**config.mk**
```make
export PLATFORM = sky130hd
export DESIGN_NAME = btsd_decode
export DESIGN_NICKNAME = d
export VERILOG_FILES = /design/src/inc/btsd_pkg.sv /design/src/rtl/btsd_decode.sv
export VERILOG_INCLUDE_DIRS = /design/src /design/src/inc
export SDC_FILE = /design/constraint.sdc
export NUM_CORES = 1
export LEC_CHECK = 0
export ABC_AREA = 1
export BUFFER_PORTS_ARGS = -buffer_cell sky130_fd_sc_hd__clkbuf_2
export CORE_ASPECT_RATIO = 1.1
export CORE_MARGIN = 2
export CORE_UTILIZATION = 40
export DETAILED_ROUTE_END_ITERATION = 10
export PLACE_DENSITY = 0.71
export SLEW_MARGIN = 20
export SYNTH_ARGS = -nofsm -noshare
export SYNTH_HDL_FRONTEND = slang
export SYNTH_SLANG_ARGS = --single-unit
```
**constraint.sdc**
```tcl
create_clock -name clk_sys -period 2.05 [get_ports clk_sys]
set_input_delay 0.41 -clock clk_sys [delete_from_list [all_inputs] [get_ports clk_sys]]
set_output_delay 0.41 -clock clk_sys [all_outputs]
set_load 0.05 [all_outputs]
```
**src/inc/btsd_params.svh**
```systemverilog
`ifndef BTSD_PARAMS_SVH
`define BTSD_PARAMS_SVH
// Summary of operation
// - Both bit tests take a file address 0..127 and a bit index 0..7.
// - Word 01 10bb bfff ffff skips the next word when the bit is 0.
// - Word 01 11bb bfff ffff tests a bit and skips when set, same fields.
// - The set form skips when the bit reads 1; neither form alters status.
// - A taken skip discards the prefetched word and runs a no-op instead.
// - One word; one cycle when not skipping, two cycles when skipping.

// ----------------------------------------------------------------
// instruction word fields
// ----------------------------------------------------------------
`define BTSD_OP_MSB      13
`define BTSD_OP_LSB      10
`define BTSD_OP_TEST_CLR 4'h6
`define BTSD_OP_TEST_SET 4'h7
`define BTSD_BIT_MSB     9
`define BTSD_BIT_LSB     7
`define BTSD_ADDR_MSB    6
`define BTSD_ADDR_LSB    0
`define BTSD_NOP_WORD    14'h0000
`endif

```
**src/inc/btsd_pkg.sv**
```systemverilog
package btsd_pkg;
  typedef logic [13:0] btsd_word_type;
  typedef struct packed {
    logic       valid;
    logic [6:0] addr;
  } btsd_rd_type;
  typedef enum logic {BTSD_RUN, BTSD_FLUSH} btsd_state_type;
endpackage

```
**src/rtl/btsd_decode.sv**
```systemverilog
`include "btsd_params.svh"
module btsd_decode (
  input  wire logic                    clk_sys,
  input  wire logic                    rst_n,
  input  wire logic                    instr_valid,
  input  wire btsd_pkg::btsd_word_type instr_word,
  output btsd_pkg::btsd_rd_type        file_rd,
  input  wire logic [7:0]              file_data,
  output logic                         discard,
  output logic                         skip_taken,
  output logic                         exec_valid,
  output btsd_pkg::btsd_word_type      exec_word,
  output logic                         status_we
);
  // ----------------------------------------------------------------
  // reset release
  // ----------------------------------------------------------------
  logic rst_meta;
  logic rst_sync;
  always_ff @(posedge clk_sys or negedge rst_n) begin
    if (!rst_n) begin
      rst_meta <= 1'b0;
      rst_sync <= 1'b0;
    end else begin
      rst_meta <= 1'b1;
      rst_sync <= rst_meta;
    end
  end

  // ----------------------------------------------------------------
  // decode
  // ----------------------------------------------------------------
  btsd_pkg::btsd_state_type state;
  btsd_pkg::btsd_state_type next_state;
  logic [3:0] op;
  logic       is_clr;
  logic       is_set;
  logic [2:0] bit_sel;
  logic       bit_val;
  logic       do_skip;
  logic       live;

  assign op      = instr_word[`BTSD_OP_MSB:`BTSD_OP_LSB];
  assign is_clr  = op == `BTSD_OP_TEST_CLR;
  assign is_set  = op == `BTSD_OP_TEST_SET;
  assign bit_sel = instr_word[`BTSD_BIT_MSB:`BTSD_BIT_LSB];
  // file data is read in the same cycle the address is presented
  assign bit_val = file_data[bit_sel];
  assign live    = instr_valid && state == btsd_pkg::BTSD_RUN;
  assign do_skip = live && ((is_clr && !bit_val)
                           || (is_set && bit_val));

  always_comb begin
    file_rd.valid = live && (is_clr || is_set);
    file_rd.addr  = instr_word[`BTSD_ADDR_MSB:`BTSD_ADDR_LSB];
  end

  // ----------------------------------------------------------------
  // skip sequencing
  // ----------------------------------------------------------------
  logic                     next_skip_taken;
  logic                     next_exec_valid;
  btsd_pkg::btsd_word_type  next_exec_word;

  always_comb begin
    next_state      = state;
    next_skip_taken = 1'b0;
    next_exec_valid = 1'b0;
    next_exec_word  = exec_word;
    case (state)
      btsd_pkg::BTSD_RUN: begin
        next_exec_valid = instr_valid;
        if (instr_valid) begin
          next_exec_word = instr_word;
        end
        if (do_skip) begin
          next_state      = btsd_pkg::BTSD_FLUSH;
          next_skip_taken = 1'b1;
        end
      end
      btsd_pkg::BTSD_FLUSH: begin
        // the no-op stands in for the dropped word only, so a fetch stall
        // issues nothing and the skip still costs a single extra cycle
        next_exec_valid = instr_valid;
        next_exec_word  = `BTSD_NOP_WORD;
        if (instr_valid) begin
          next_state = btsd_pkg::BTSD_RUN;
        end
      end
      default: next_state = btsd_pkg::BTSD_RUN;
    endcase
  end

  always_ff @(posedge clk_sys or negedge rst_sync) begin
    if (!rst_sync) begin
      state      <= btsd_pkg::BTSD_RUN;
      skip_taken <= 1'b0;
      exec_valid <= 1'b0;
      exec_word  <= `BTSD_NOP_WORD;
    end else begin
      state      <= next_state;
      skip_taken <= next_skip_taken;
      exec_valid <= next_exec_valid;
      exec_word  <= next_exec_word;
    end
  end

  // the fetched word is dropped while flushing
  assign discard   = state == btsd_pkg::BTSD_FLUSH && instr_valid;
  // bit tests never write status flags
  assign status_we = 1'b0;
endmodule

```
==> flow_metrics.py, run 1 <==
metrics = {
    "run_status": {
        "status": "complete, no violations",
    },
    "critical_path": {
        "setup.worst_path.class": "reg2out",
        "worst-path-buf-inv": 1,
        "setup.worst_path.start": "state$_DFF_PN0_",
        "critPathMaxStageDelay_ns": 0.41,
        "endpoint_kind": "output pin",
        "cp_slowest_cell": "dfrtp_1",
        "cp_top_family": "flip-flops",
        "cp_max_fo": 4,
        "cp_cell_sequence": "nor2_1 -> nand2_1 -> nor3_2 -> clkbuf_2",
        "reg2reg_from": "state$_DFF_PN0_",
        "startpoint_type": "flip-flop",
        "reg2reg_slack_ns": 1.00,
        "cp.required_ns": 1.64,
        "crit_arrival_ns": 1.33,
    },
    "finish": {
        "layout.nets": 183,
        "n_antenna_cell": 0,
        "drive_gt1_frac": 0.3758,
        "synthToLayoutAreaGrowth_pct": 26.68,
    },
    "synthesis": {
        "synth_area_per_cell_um2": 8.289,
        "syn_inst": 112,
        "ys_warn_count": 0,
        "syn_area_um2": 928.4,
        "yosysSeqAreaShare": 0.5121,
        "ys_ff_latch": 19,
        "synth_nets": 137,
        "yosysUniqueCellTypes": 14,
    },
    "floorplanning": {
        "io_pins": 51,
        "fp.dieArea_mm2": 0.002723,
        "coreArea_mm2": 0.002230,
        "fp.dieW_um": 49.94,
        "start_util": 0.4164,
        "die_h_um": 54.53,
        "rows": 18,
    },
    "job": {
        "maxCapViolCount": 0,
    },
    "timing": {
        "clock.fmax_ghz": 0.5735,
        "setup_slack_ns": 0.3063,
        "setup-violations-final": 0,
        "rsz0062_at_grt": "no",
        "maxSlewHeadroom": 0.5583,
        "min_period_ns": 1.744,
        "slew_viol_final": 0,
        "tns_ns": 0,
        "tightestPinTransition_ns": 0.6626,
        "post-route-period-util": 0.8506,
        "hold_violations": 0,
        "finClkSkew_ns": 0.001605,
    },
    "detailed_routing": {
        "maxUsedRoutingLayer": "met4",
        "wl_met2_um": 872,
        "drt_iter0_markers": 5,
        "drcViolationCount": 0,
        "drt_pass1_iterations": 3,
        "vias_per_cell": 4.283,
        "dr_total_vias": 801,
        "routed_wl_um": 1807,
        "wl_met3_um": 157,
        "wl_per_cell_um": 9.663,
        "met1_length_um": 759,
        "antenna_left": 0,
    },
    "cts": {
        "cts.sinks": 19,
        "cts_resized": 0,
        "cts_setup_buffers": 0,
        "clockRootBuffer": "clkbuf_4",
        "path_clk_slew_ns": 0.10,
        "cts_tree": "yes",
        "max-clock-path-buffers": 2,
        "clock_latency_ns": 0.28,
        "cts_buffers": 3,
        "h-tree-depth": 1,
    },
    "grt": {
        "grt-ovfl-total": 0,
        "grt_pass1_vias": 751,
        "grt_max_degree": 18,
        "grt_first_pass_wirelength_um": 3001,
        "antenna_found_initial": 0,
        "globalRouteTotalUtil": 0.1480,
    },
    "placed_design": {
        "gp_congestion": 0.6598,
        "portBuffers": 49,
        "dp_slack_ns": 0.4557,
        "dpl.hpwl_um": 1495,
    },
    "power_and_ir_drop": {
        "pwr_density_cell_mw_per_mm2": 838.5,
        "ir_drop_mv": 0.3842,
        "leakagePower_nw": 0.7224,
    },
    "min_path": {
        "hp-class": "in2reg",
        "hold_start": "instr_valid",
    },
}
synthesized netlist by cell type:
master	n	area share
dfrtp_1	19	0.51
buf_6	1	0.012
nand2_1	22	0.089
nand3_1	7	0.038
o22ai_1	5	0.034
conb_1	2	0.0081
nor3_2	1	0.011
nor2_1	2	0.0081
or2_4	1	0.0094
o21ai_0	9	0.049
nand3_2	3	0.032
inv_2	1	0.0040
inv_1	30	0.12
buf_4	9	0.073
registers in the layout (all words and copies together) (netlist names):
| signal | cells |
|---|---|
| exec_valid | 1 |
| exec_word | 14 |
| rst_meta | 1 |
| rst_sync | 1 |
| skip_taken | 1 |
| state | 1 |
cells in the final DEF (no fill, tap or decap), types with 3 or more instances in the layout:
master	synthesis	final
clkbuf_4	0	3
o22ai_1	5	5
o21ai_0	9	9
inv_1	30	30
nand3_1	7	7
nand2_1	22	22
dfrtp_1	19	19
nand3_2	3	3
clkbuf_2	0	49
through the flow:
step	cells	cell area, um^2	power [W]	hold WS (ns)	utilization
floorplan	112	928.4	0.0007337	0.1144	-
global placement	182	1140	0.0008112	0.1952	0.5112
detailed placement	182	1140	0.0008182	0.1984	0.5112
CTS	187	1176	0.001002	0.2559	0.5275
global route	187	1176	0.001043	0.2695	0.5275
finish	187	1176	0.0009862	0.2705	0.5275
worst register-to-register path, cell delays in order, from the launching register on:
cell and delay [ns]:
dfrtp_1 0.41, nor2_1 0.15, buf_4 0.20, inv_1 0.11, o22ai_1 0.12
repair_timing:
| action | 4_1_cts | 5_1_grt |
|---|---|---|
| hold buffers | 1 | 0 |
| hold endpoints to repair | 2 | 0 |
| setup endpoints to repair | 0 | 0 |
path summary, 6_finish.rpt:
kind                                             to  cells past startpoint
min in group asynchronous  exec_word[6]$_DFFE_PN0P_                      0
max in group asynchronous  exec_word[2]$_DFFE_PN0P_                      0
hold reg to reg            exec_word[6]$_DFFE_PN0P_                      0
hold / removal                 exec_valid$_DFF_PN0_                      1
setup reg to reg           exec_word[7]$_DFFE_PN0P_                      4
setup / recovery                         file_rd[7]                      4
cells by family after synthesis:
kind of cell	synth area share
compound gates	0.08221
flops	0.5121
other cells	0.008089
buf+inv	0.2102
simple gates	0.1873
final cells by class:
class	count	area [um^2]
fillers	225	1054
flip-flops and latches	19	475.5
repair buffers	51	262.8
multi-input cells	52	257.7
inverters	31	116.4
well taps	30	37.54
clock buffers	4	26.28
per-layer routing:
layer,GRT usage,vias to the layer above
met5,0,-
met4,0.08333,0
met3,0.02186,2
met2,0.2667,37
met1,0.1722,349
li1,-,413
power breakdown:
| group | leakage, nW | internal (W) | total [W] | switching (W) |
|---|---|---|---|---|
| registers | 0.239 | 0.000419 | 0.000449 | 0.0000292 |
| clock network | 0.0150 | 0.0000755 | 0.000178 | 0.000103 |
| logic | 0.468 | 0.0000863 | 0.000359 | 0.000273 |
(Power assumes the default switching activity.)
==> inputs of run 2 (changes only) <==
--- a/config.mk
+++ b/config.mk
@@ -7,7 +7,7 @@
 export NUM_CORES = 1
 export LEC_CHECK = 0
 export ABC_AREA = 1
-export BUFFER_PORTS_ARGS = -buffer_cell sky130_fd_sc_hd__clkbuf_2
+export BUFFER_PORTS_ARGS = -buffer_cell sky130_fd_sc_hd__buf_2
 export CORE_ASPECT_RATIO = 1.1
 export CORE_MARGIN = 2
 export CORE_UTILIZATION = 40
==> run 2 against run 1 <==
Effect of this change:
- global-route usage is 0.85 points lower
- routed wire length is 1.4% lower
- non-clock buffer count stayed put
- critical path type unchanged
- core utilization is 0.056 points higher
- worst hold slack worse by 0.0092 ns
- combinational power hardly changed
- clock-buffer cell count is 1 lower
==> flow_metrics.py, run 2 (synthesis gave the netlist of run 1 again) <==
metrics = {
    "run_status": {
        "status": "complete, no violations",
    },
    "job": {
        "maxCapViolCount": 0,
    },
    "timing": {
        "hold_violations": 0,
        "clock.fmax_ghz": 0.5767,
        "finClkSkew_ns": 0.009474,
        "setup-violations-final": 0,
        "post-route-period-util": 0.8458,
        "tns_ns": 0,
        "tightestPinTransition_ns": 0.6479,
        "min_period_ns": 1.734,
        "slew_viol_final": 0,
        "maxSlewHeadroom": 0.5680,
        "setup_slack_ns": 0.3161,
        "holdWs_ns": 0.2614,
        "rsz0062_at_grt": "no",
    },
    "critical_path": {
        "crit_arrival_ns": 1.32,
        "setup.worst_path.class": "reg2out",
        "endpoint_kind": "output pin",
        "reg2reg_slack_ns": 1.00,
        "cp_max_fo": 4,
        "startpoint_type": "flip-flop",
        "cp.required_ns": 1.64,
    },
    "finish": {
        "final_cell_mix": "buf_2, inv_1, nand2_1, dfrtp_1, o21ai_0",
        "layout_commonest_cell": "buf_2",
        "drive_gt1_frac": 0.3822,
        "utilization": 0.5281,
        "regMostFlops": "exec_word",
        "largest_reg_flops": 14,
        "fin_area_mm2": 0.001177,
        "n_antenna_cell": 0,
        "layout.nets": 183,
        "synthToLayoutAreaGrowth_pct": 26.82,
        "fillers": 218,
    },
    "power_and_ir_drop": {
        "pwr_density_cell_mw_per_mm2": 840.9,
        "ir_drop_mv": 0.3627,
        "leakagePower_nw": 0.7240,
    },
    "floorplanning": {
        "io_pins": 51,
        "rows": 18,
        "die_h_um": 54.53,
        "fp.dieArea_mm2": 0.002723,
        "start_util": 0.4164,
        "coreArea_mm2": 0.002230,
        "fp.dieW_um": 49.94,
    },
    "detailed_routing": {
        "antenna_left": 0,
        "vias_per_cell": 4.251,
        "dr_total_vias": 795,
        "routed_wl_um": 1782,
        "drt_pass1_iterations": 4,
        "wl_per_cell_um": 9.529,
        "drt_iter0_markers": 4,
        "drcViolationCount": 0,
    },
    "grt": {
        "antenna_found_initial": 0,
        "globalRouteTotalUtil": 0.1395,
        "grt-ovfl-total": 0,
        "grt_first_pass_wirelength_um": 2863,
        "grt_pass1_vias": 688,
        "grt_max_degree": 18,
    },
    "cts": {
        "cts_resized": 0,
        "cts_setup_buffers": 0,
        "cts_tree": "yes",
        "clock_latency_ns": 0.29,
        "cts.sinks": 19,
        "path_clk_slew_ns": 0.11,
        "clockRootBuffer": "clkbuf_4",
        "max-clock-path-buffers": 2,
        "h-tree-depth": 1,
        "cts_buffers": 3,
    },
    "placed_design": {
        "dpl.hpwl_um": 1458,
        "dp_slack_ns": 0.4681,
        "portBuffers": 49,
        "placed_cell_area_mm2": 0.001140,
        "gp_congestion": 0.6606,
    },
    "min_path": {
        "hp-class": "reg2async",
    },
}
==> run 2: changes by cell type in the layout (fill, tap and decap cells not counted) <==
cell	delta
buf_2	+49
clkbuf_2	-49
clkbuf_1	-1
clkinv_2	+1
==> run 2: report_power, final <==
part           switching, W  total, W  internal (W)
clock network      0.000110  0.000182     0.0000724
registers         0.0000267  0.000446      0.000419
logic              0.000274  0.000362     0.0000881
==> run 2: critical path, cell delays in order (launching register included) <==
cell and delay [ns]:
dfrtp_1 0.41, nor2_1 0.15, nand2_1 0.10, nor3_2 0.10
buf_2 0.28
==> run 2: layout make-up <==
type	count	area, um^2	share of cell area
clock buffers	3	22.52	0.01913
clock inverters	1	5.005	0.004251
inverters	31	116.4	0.09883
multi-input cells	52	257.7	0.2189
flip-flops and latches	19	475.5	0.4038
well taps	30	37.54	0.03188
repair buffers	51	262.8	0.2232
==> run 2: timing repair <==
item,in CTS,in global routing
endpoints found under the hold margin,2,0
setup endpoints to repair,0,0
hold buffers,1,0
==> run 2: per-layer routing <==
metal,wire [um],share of wire,global-route usage
met1,766,0.43,0.1771
met2,825,0.46,0.2333
met3,170,0.095,0.02459
met4,19,0.011,0.06944
met5,0,0,0
==> run 2: metrics by stage <==
stage          instances  total power, W
6_report             187       0.0009901
4_1_cts              187        0.001003
5_1_grt              187        0.001045
3_5_place_dp         182       0.0008185
3_3_place_gp         182       0.0008109
2_1_floorplan        112       0.0007337
==> run 2: worst paths after layout <==
| kind | from | end | depth (start not counted) |
|---|---|---|---|
| max in group asynchronous | rst_sync$_DFF_PN0_ | skip_taken$_DFF_PN0_ | 0 |
| hold / removal | rst_sync$_DFF_PN0_ | exec_word[13]$_DFFE_PN0P_ | 0 |
| min in group clk_sys | instr_valid | exec_valid$_DFF_PN0_ | 1 |
| setup reg to reg | state$_DFF_PN0_ | exec_word[9]$_DFFE_PN0P_ | 4 |
| setup / recovery | state$_DFF_PN0_ | file_rd[7] | 4 |
| hold reg to reg | rst_sync$_DFF_PN0_ | exec_word[13]$_DFFE_PN0P_ | 0 |
==> inputs of run 3 (changes only) <==
--- a/config.mk
+++ b/config.mk
@@ -6,13 +6,13 @@
 export SDC_FILE = /design/constraint.sdc
 export NUM_CORES = 1
 export LEC_CHECK = 0
-export ABC_AREA = 1
+export ABC_AREA = 0
 export BUFFER_PORTS_ARGS = -buffer_cell sky130_fd_sc_hd__buf_2
 export CORE_ASPECT_RATIO = 1.1
 export CORE_MARGIN = 2
-export CORE_UTILIZATION = 40
+export CORE_UTILIZATION = 38
 export DETAILED_ROUTE_END_ITERATION = 10
-export PLACE_DENSITY = 0.71
+export PLACE_DENSITY = 0.72
 export SLEW_MARGIN = 20
 export SYNTH_ARGS = -nofsm -noshare
 export SYNTH_HDL_FRONTEND = slang
==> constraint.sdc (replaced) <==
create_clock -name clk_sys -period 1.55 [get_ports clk_sys]
set_input_delay 0.31 -clock clk_sys [delete_from_list [all_inputs] [get_ports clk_sys]]
set_output_delay 0.31 -clock clk_sys [all_outputs]
set_load 0.05 [all_outputs]
==> run 3 against run 2 <==
Effect of this change:
- register-to-register slack lost 0.33 ns
- sequential power increased by 31%
- area after synthesis fell by 5.5%
- worst setup slack worse by 0.26 ns
- first-iteration DRC count increased by 25%
- non-clock buffer count grew 2
- critical path depth did not move
- final area fell by 3.0%
- critical endpoint unchanged
- largest cell class unchanged
- highest routed layer unchanged
==> flow_metrics.py, run 3 <==
metrics = {
    "power_and_ir_drop": {
        "pwr_density_cell_mw_per_mm2": 1099,
        "leakagePower_nw": 0.6455,
        "power_w": 0.001255,
        "ir_drop_mv": 0.6323,
    },
    "placed_design": {
        "gp_congestion": 0.6737,
        "dpl.hpwl_um": 1362,
        "placed_cells": 144,
        "portBuffers": 49,
    },
    "synthesis": {
        "ys_warn_count": 0,
        "synth_top_area_frac": 0.5421,
        "synth_edf_count": 0,
        "yosysUniqueCellTypes": 14,
        "syn_area_um2": 877.1,
        "ys_ff_latch": 19,
        "async_flop_share": 1.000,
        "synth_area_leaders": "dfrtp_1, mux2i_1, buf_4",
        "yosysSeqAreaShare": 0.5421,
        "yosysMostFrequentCell": "dfrtp_1",
        "syn_inst": 75,
        "synth_common_cells": "dfrtp_1, mux2i_1, nor2_1, buf_4",
        "synth_area_per_cell_um2": 11.69,
        "synthFlopType": "dfrtp_1",
        "synth_nets": 100,
        "yosysTopAreaCell": "dfrtp_1",
    },
    "floorplanning": {
        "io_pins": 51,
        "fp.dieW_um": 49.81,
        "start_util": 0.3974,
        "coreArea_mm2": 0.002207,
        "die_h_um": 54.39,
        "rows": 18,
        "fp.dieArea_mm2": 0.002709,
    },
    "grt": {
        "grt_first_pass_wirelength_um": 2663,
        "grt-ovfl-total": 0,
        "grt_max_degree": 18,
        "antenna_found_initial": 0,
        "grt_pass1_vias": 651,
        "globalRouteTotalUtil": 0.1311,
    },
    "detailed_routing": {
        "drt_iter0_markers": 5,
        "dr_total_vias": 667,
        "antenna_left": 0,
        "vias_per_cell": 4.477,
        "wl_per_cell_um": 11.58,
        "drcViolationCount": 0,
        "routed_wl_um": 1725,
        "drt_pass1_iterations": 2,
    },
    "cts": {
        "clock_latency_ns": 0.28,
        "cts_tree": "yes",
        "max-clock-path-buffers": 2,
        "cts_setup_buffers": 0,
        "path_clk_slew_ns": 0.10,
        "h-tree-depth": 1,
        "cts.sinks": 19,
        "clockRootBuffer": "clkbuf_4",
        "cts_buffers": 3,
    },
    "critical_path": {
        "crit_arrival_ns": 1.18,
        "startpoint_type": "flip-flop",
        "worst-path-buf-inv": 2,
        "cp_max_fo": 3,
        "cp_top_family": "flip-flops",
        "endpoint_kind": "output pin",
        "critPathMaxStageDelay_ns": 0.41,
        "cp_cell_sequence": "nor2_1 -> nand4_1 -> inv_1 -> buf_6",
        "cp_slowest_cell": "dfrtp_1",
        "setup.worst_path.class": "reg2out",
        "cp.required_ns": 1.24,
    },
    "timing": {
        "finClkSkew_ns": 0.002407,
        "rsz0062_at_grt": "yes",
        "slew_viol_final": 0,
        "setup-violations-final": 0,
        "post-route-period-util": 0.9632,
        "tightestPinTransition_ns": 0.6778,
        "min_period_ns": 1.493,
        "maxSlewHeadroom": 0.5481,
        "hold_violations": 0,
        "tns_ns": 0,
        "clock.fmax_ghz": 0.6698,
    },
    "job": {
        "maxCapViolCount": 0,
    },
    "finish": {
        "utilization": 0.5176,
        "regMostFlops": "exec_word",
        "fin_cells": 149,
        "layout.nets": 145,
        "n_antenna_cell": 0,
        "synthToLayoutAreaGrowth_pct": 30.24,
        "largest_reg_flops": 14,
        "final_cell_mix": "buf_2, dfrtp_1, mux2i_1, nor2_1",
        "layout_commonest_cell": "buf_2",
        "drive_gt1_frac": 0.4790,
    },
    "min_path": {
        "hp-class": "reg2async",
    },
    "run_status": {
        "status": "complete, no violations",
    },
}
run 3: worst paths after layout:
check                                        start                       end  slack [ns]  cells past startpoint
worst max-delay path               state$_DFF_PN0_                file_rd[7]        0.06                      4
worst min-delay path            rst_sync$_DFF_PN0_  exec_word[3]$_DFFE_PN0P_        0.28                      0
worst max register to register     state$_DFF_PN0_           state$_DFF_PN0_        0.67                      3
worst min register to register  rst_sync$_DFF_PN0_  exec_word[3]$_DFFE_PN0P_        0.28                      0
max in group asynchronous       rst_sync$_DFF_PN0_      skip_taken$_DFF_PN0_        0.84                      0
min in group clk_sys                 instr_word[1]  exec_word[1]$_DFFE_PN0P_        0.29                      3
run 3: cells by family after synthesis:
kind of cell / synth area share
xor+xnor: 0.01855
other cells: 0.008562
compound gates: 0.007137
flops: 0.5421
mux: 0.2311
buf+inv: 0.1099
simple gates: 0.08275
run 3: report_power, final:
part | switching [W] | internal, W | total (W) | leakage [nW]
clock | 0.000132 | 0.0000997 | 0.000231 | 0.0150
sequential | 0.0000340 | 0.000550 | 0.000584 | 0.230
combinational | 0.000319 | 0.000121 | 0.000440 | 0.400
total | 0.000485 | 0.000770 | 0.00126 | 0.646
run 3: final cells by class:
class	instances	area, um^2
clock buffer	4	26.28
tap	30	37.54
inverter	2	7.507
timing repair buffer	53	290.3
multi-input combinational	41	305.3
sequential	19	475.5
fill	223	1065
run 3: through the flow:
stage               cell area [um^2]  worst slack (ns)  hold slack [ns]
floorplan                      877.1           0.01624          0.01441
global placement                1094            0.1257          0.09636
detailed placement              1094            0.1007          0.09891
CTS                             1135           0.01351           0.2747
global route                    1142          -0.03526           0.2840
finish                          1142           0.05704           0.2824
run 3: worst reg2reg max path: cells and delay by family (launching register included):
kind,cells,cell delay (ns)
AO/OA/AOI/OAI,1,0.17
AND/OR/NAND/NOR,2,0.23
flip-flops,1,0.41
run 3: routing by layer:
metal / GRT usage / vias up / routed length, um
li1: - / 323 / -
met1: 0.1393 / 322 / 657
met2: 0.2622 / 20 / 967
met3: 0.01093 / 2 / 74
met4: 0.06944 / 0 / 25
met5: 0 / - / 0
run 3: timing repair:
action,CTS,global route
resized for setup,2,2
cloned,0,0
pin swaps,0,2
hold endpoints to repair,2,0
setup endpoints to repair,2,2
hold buffers,1,0
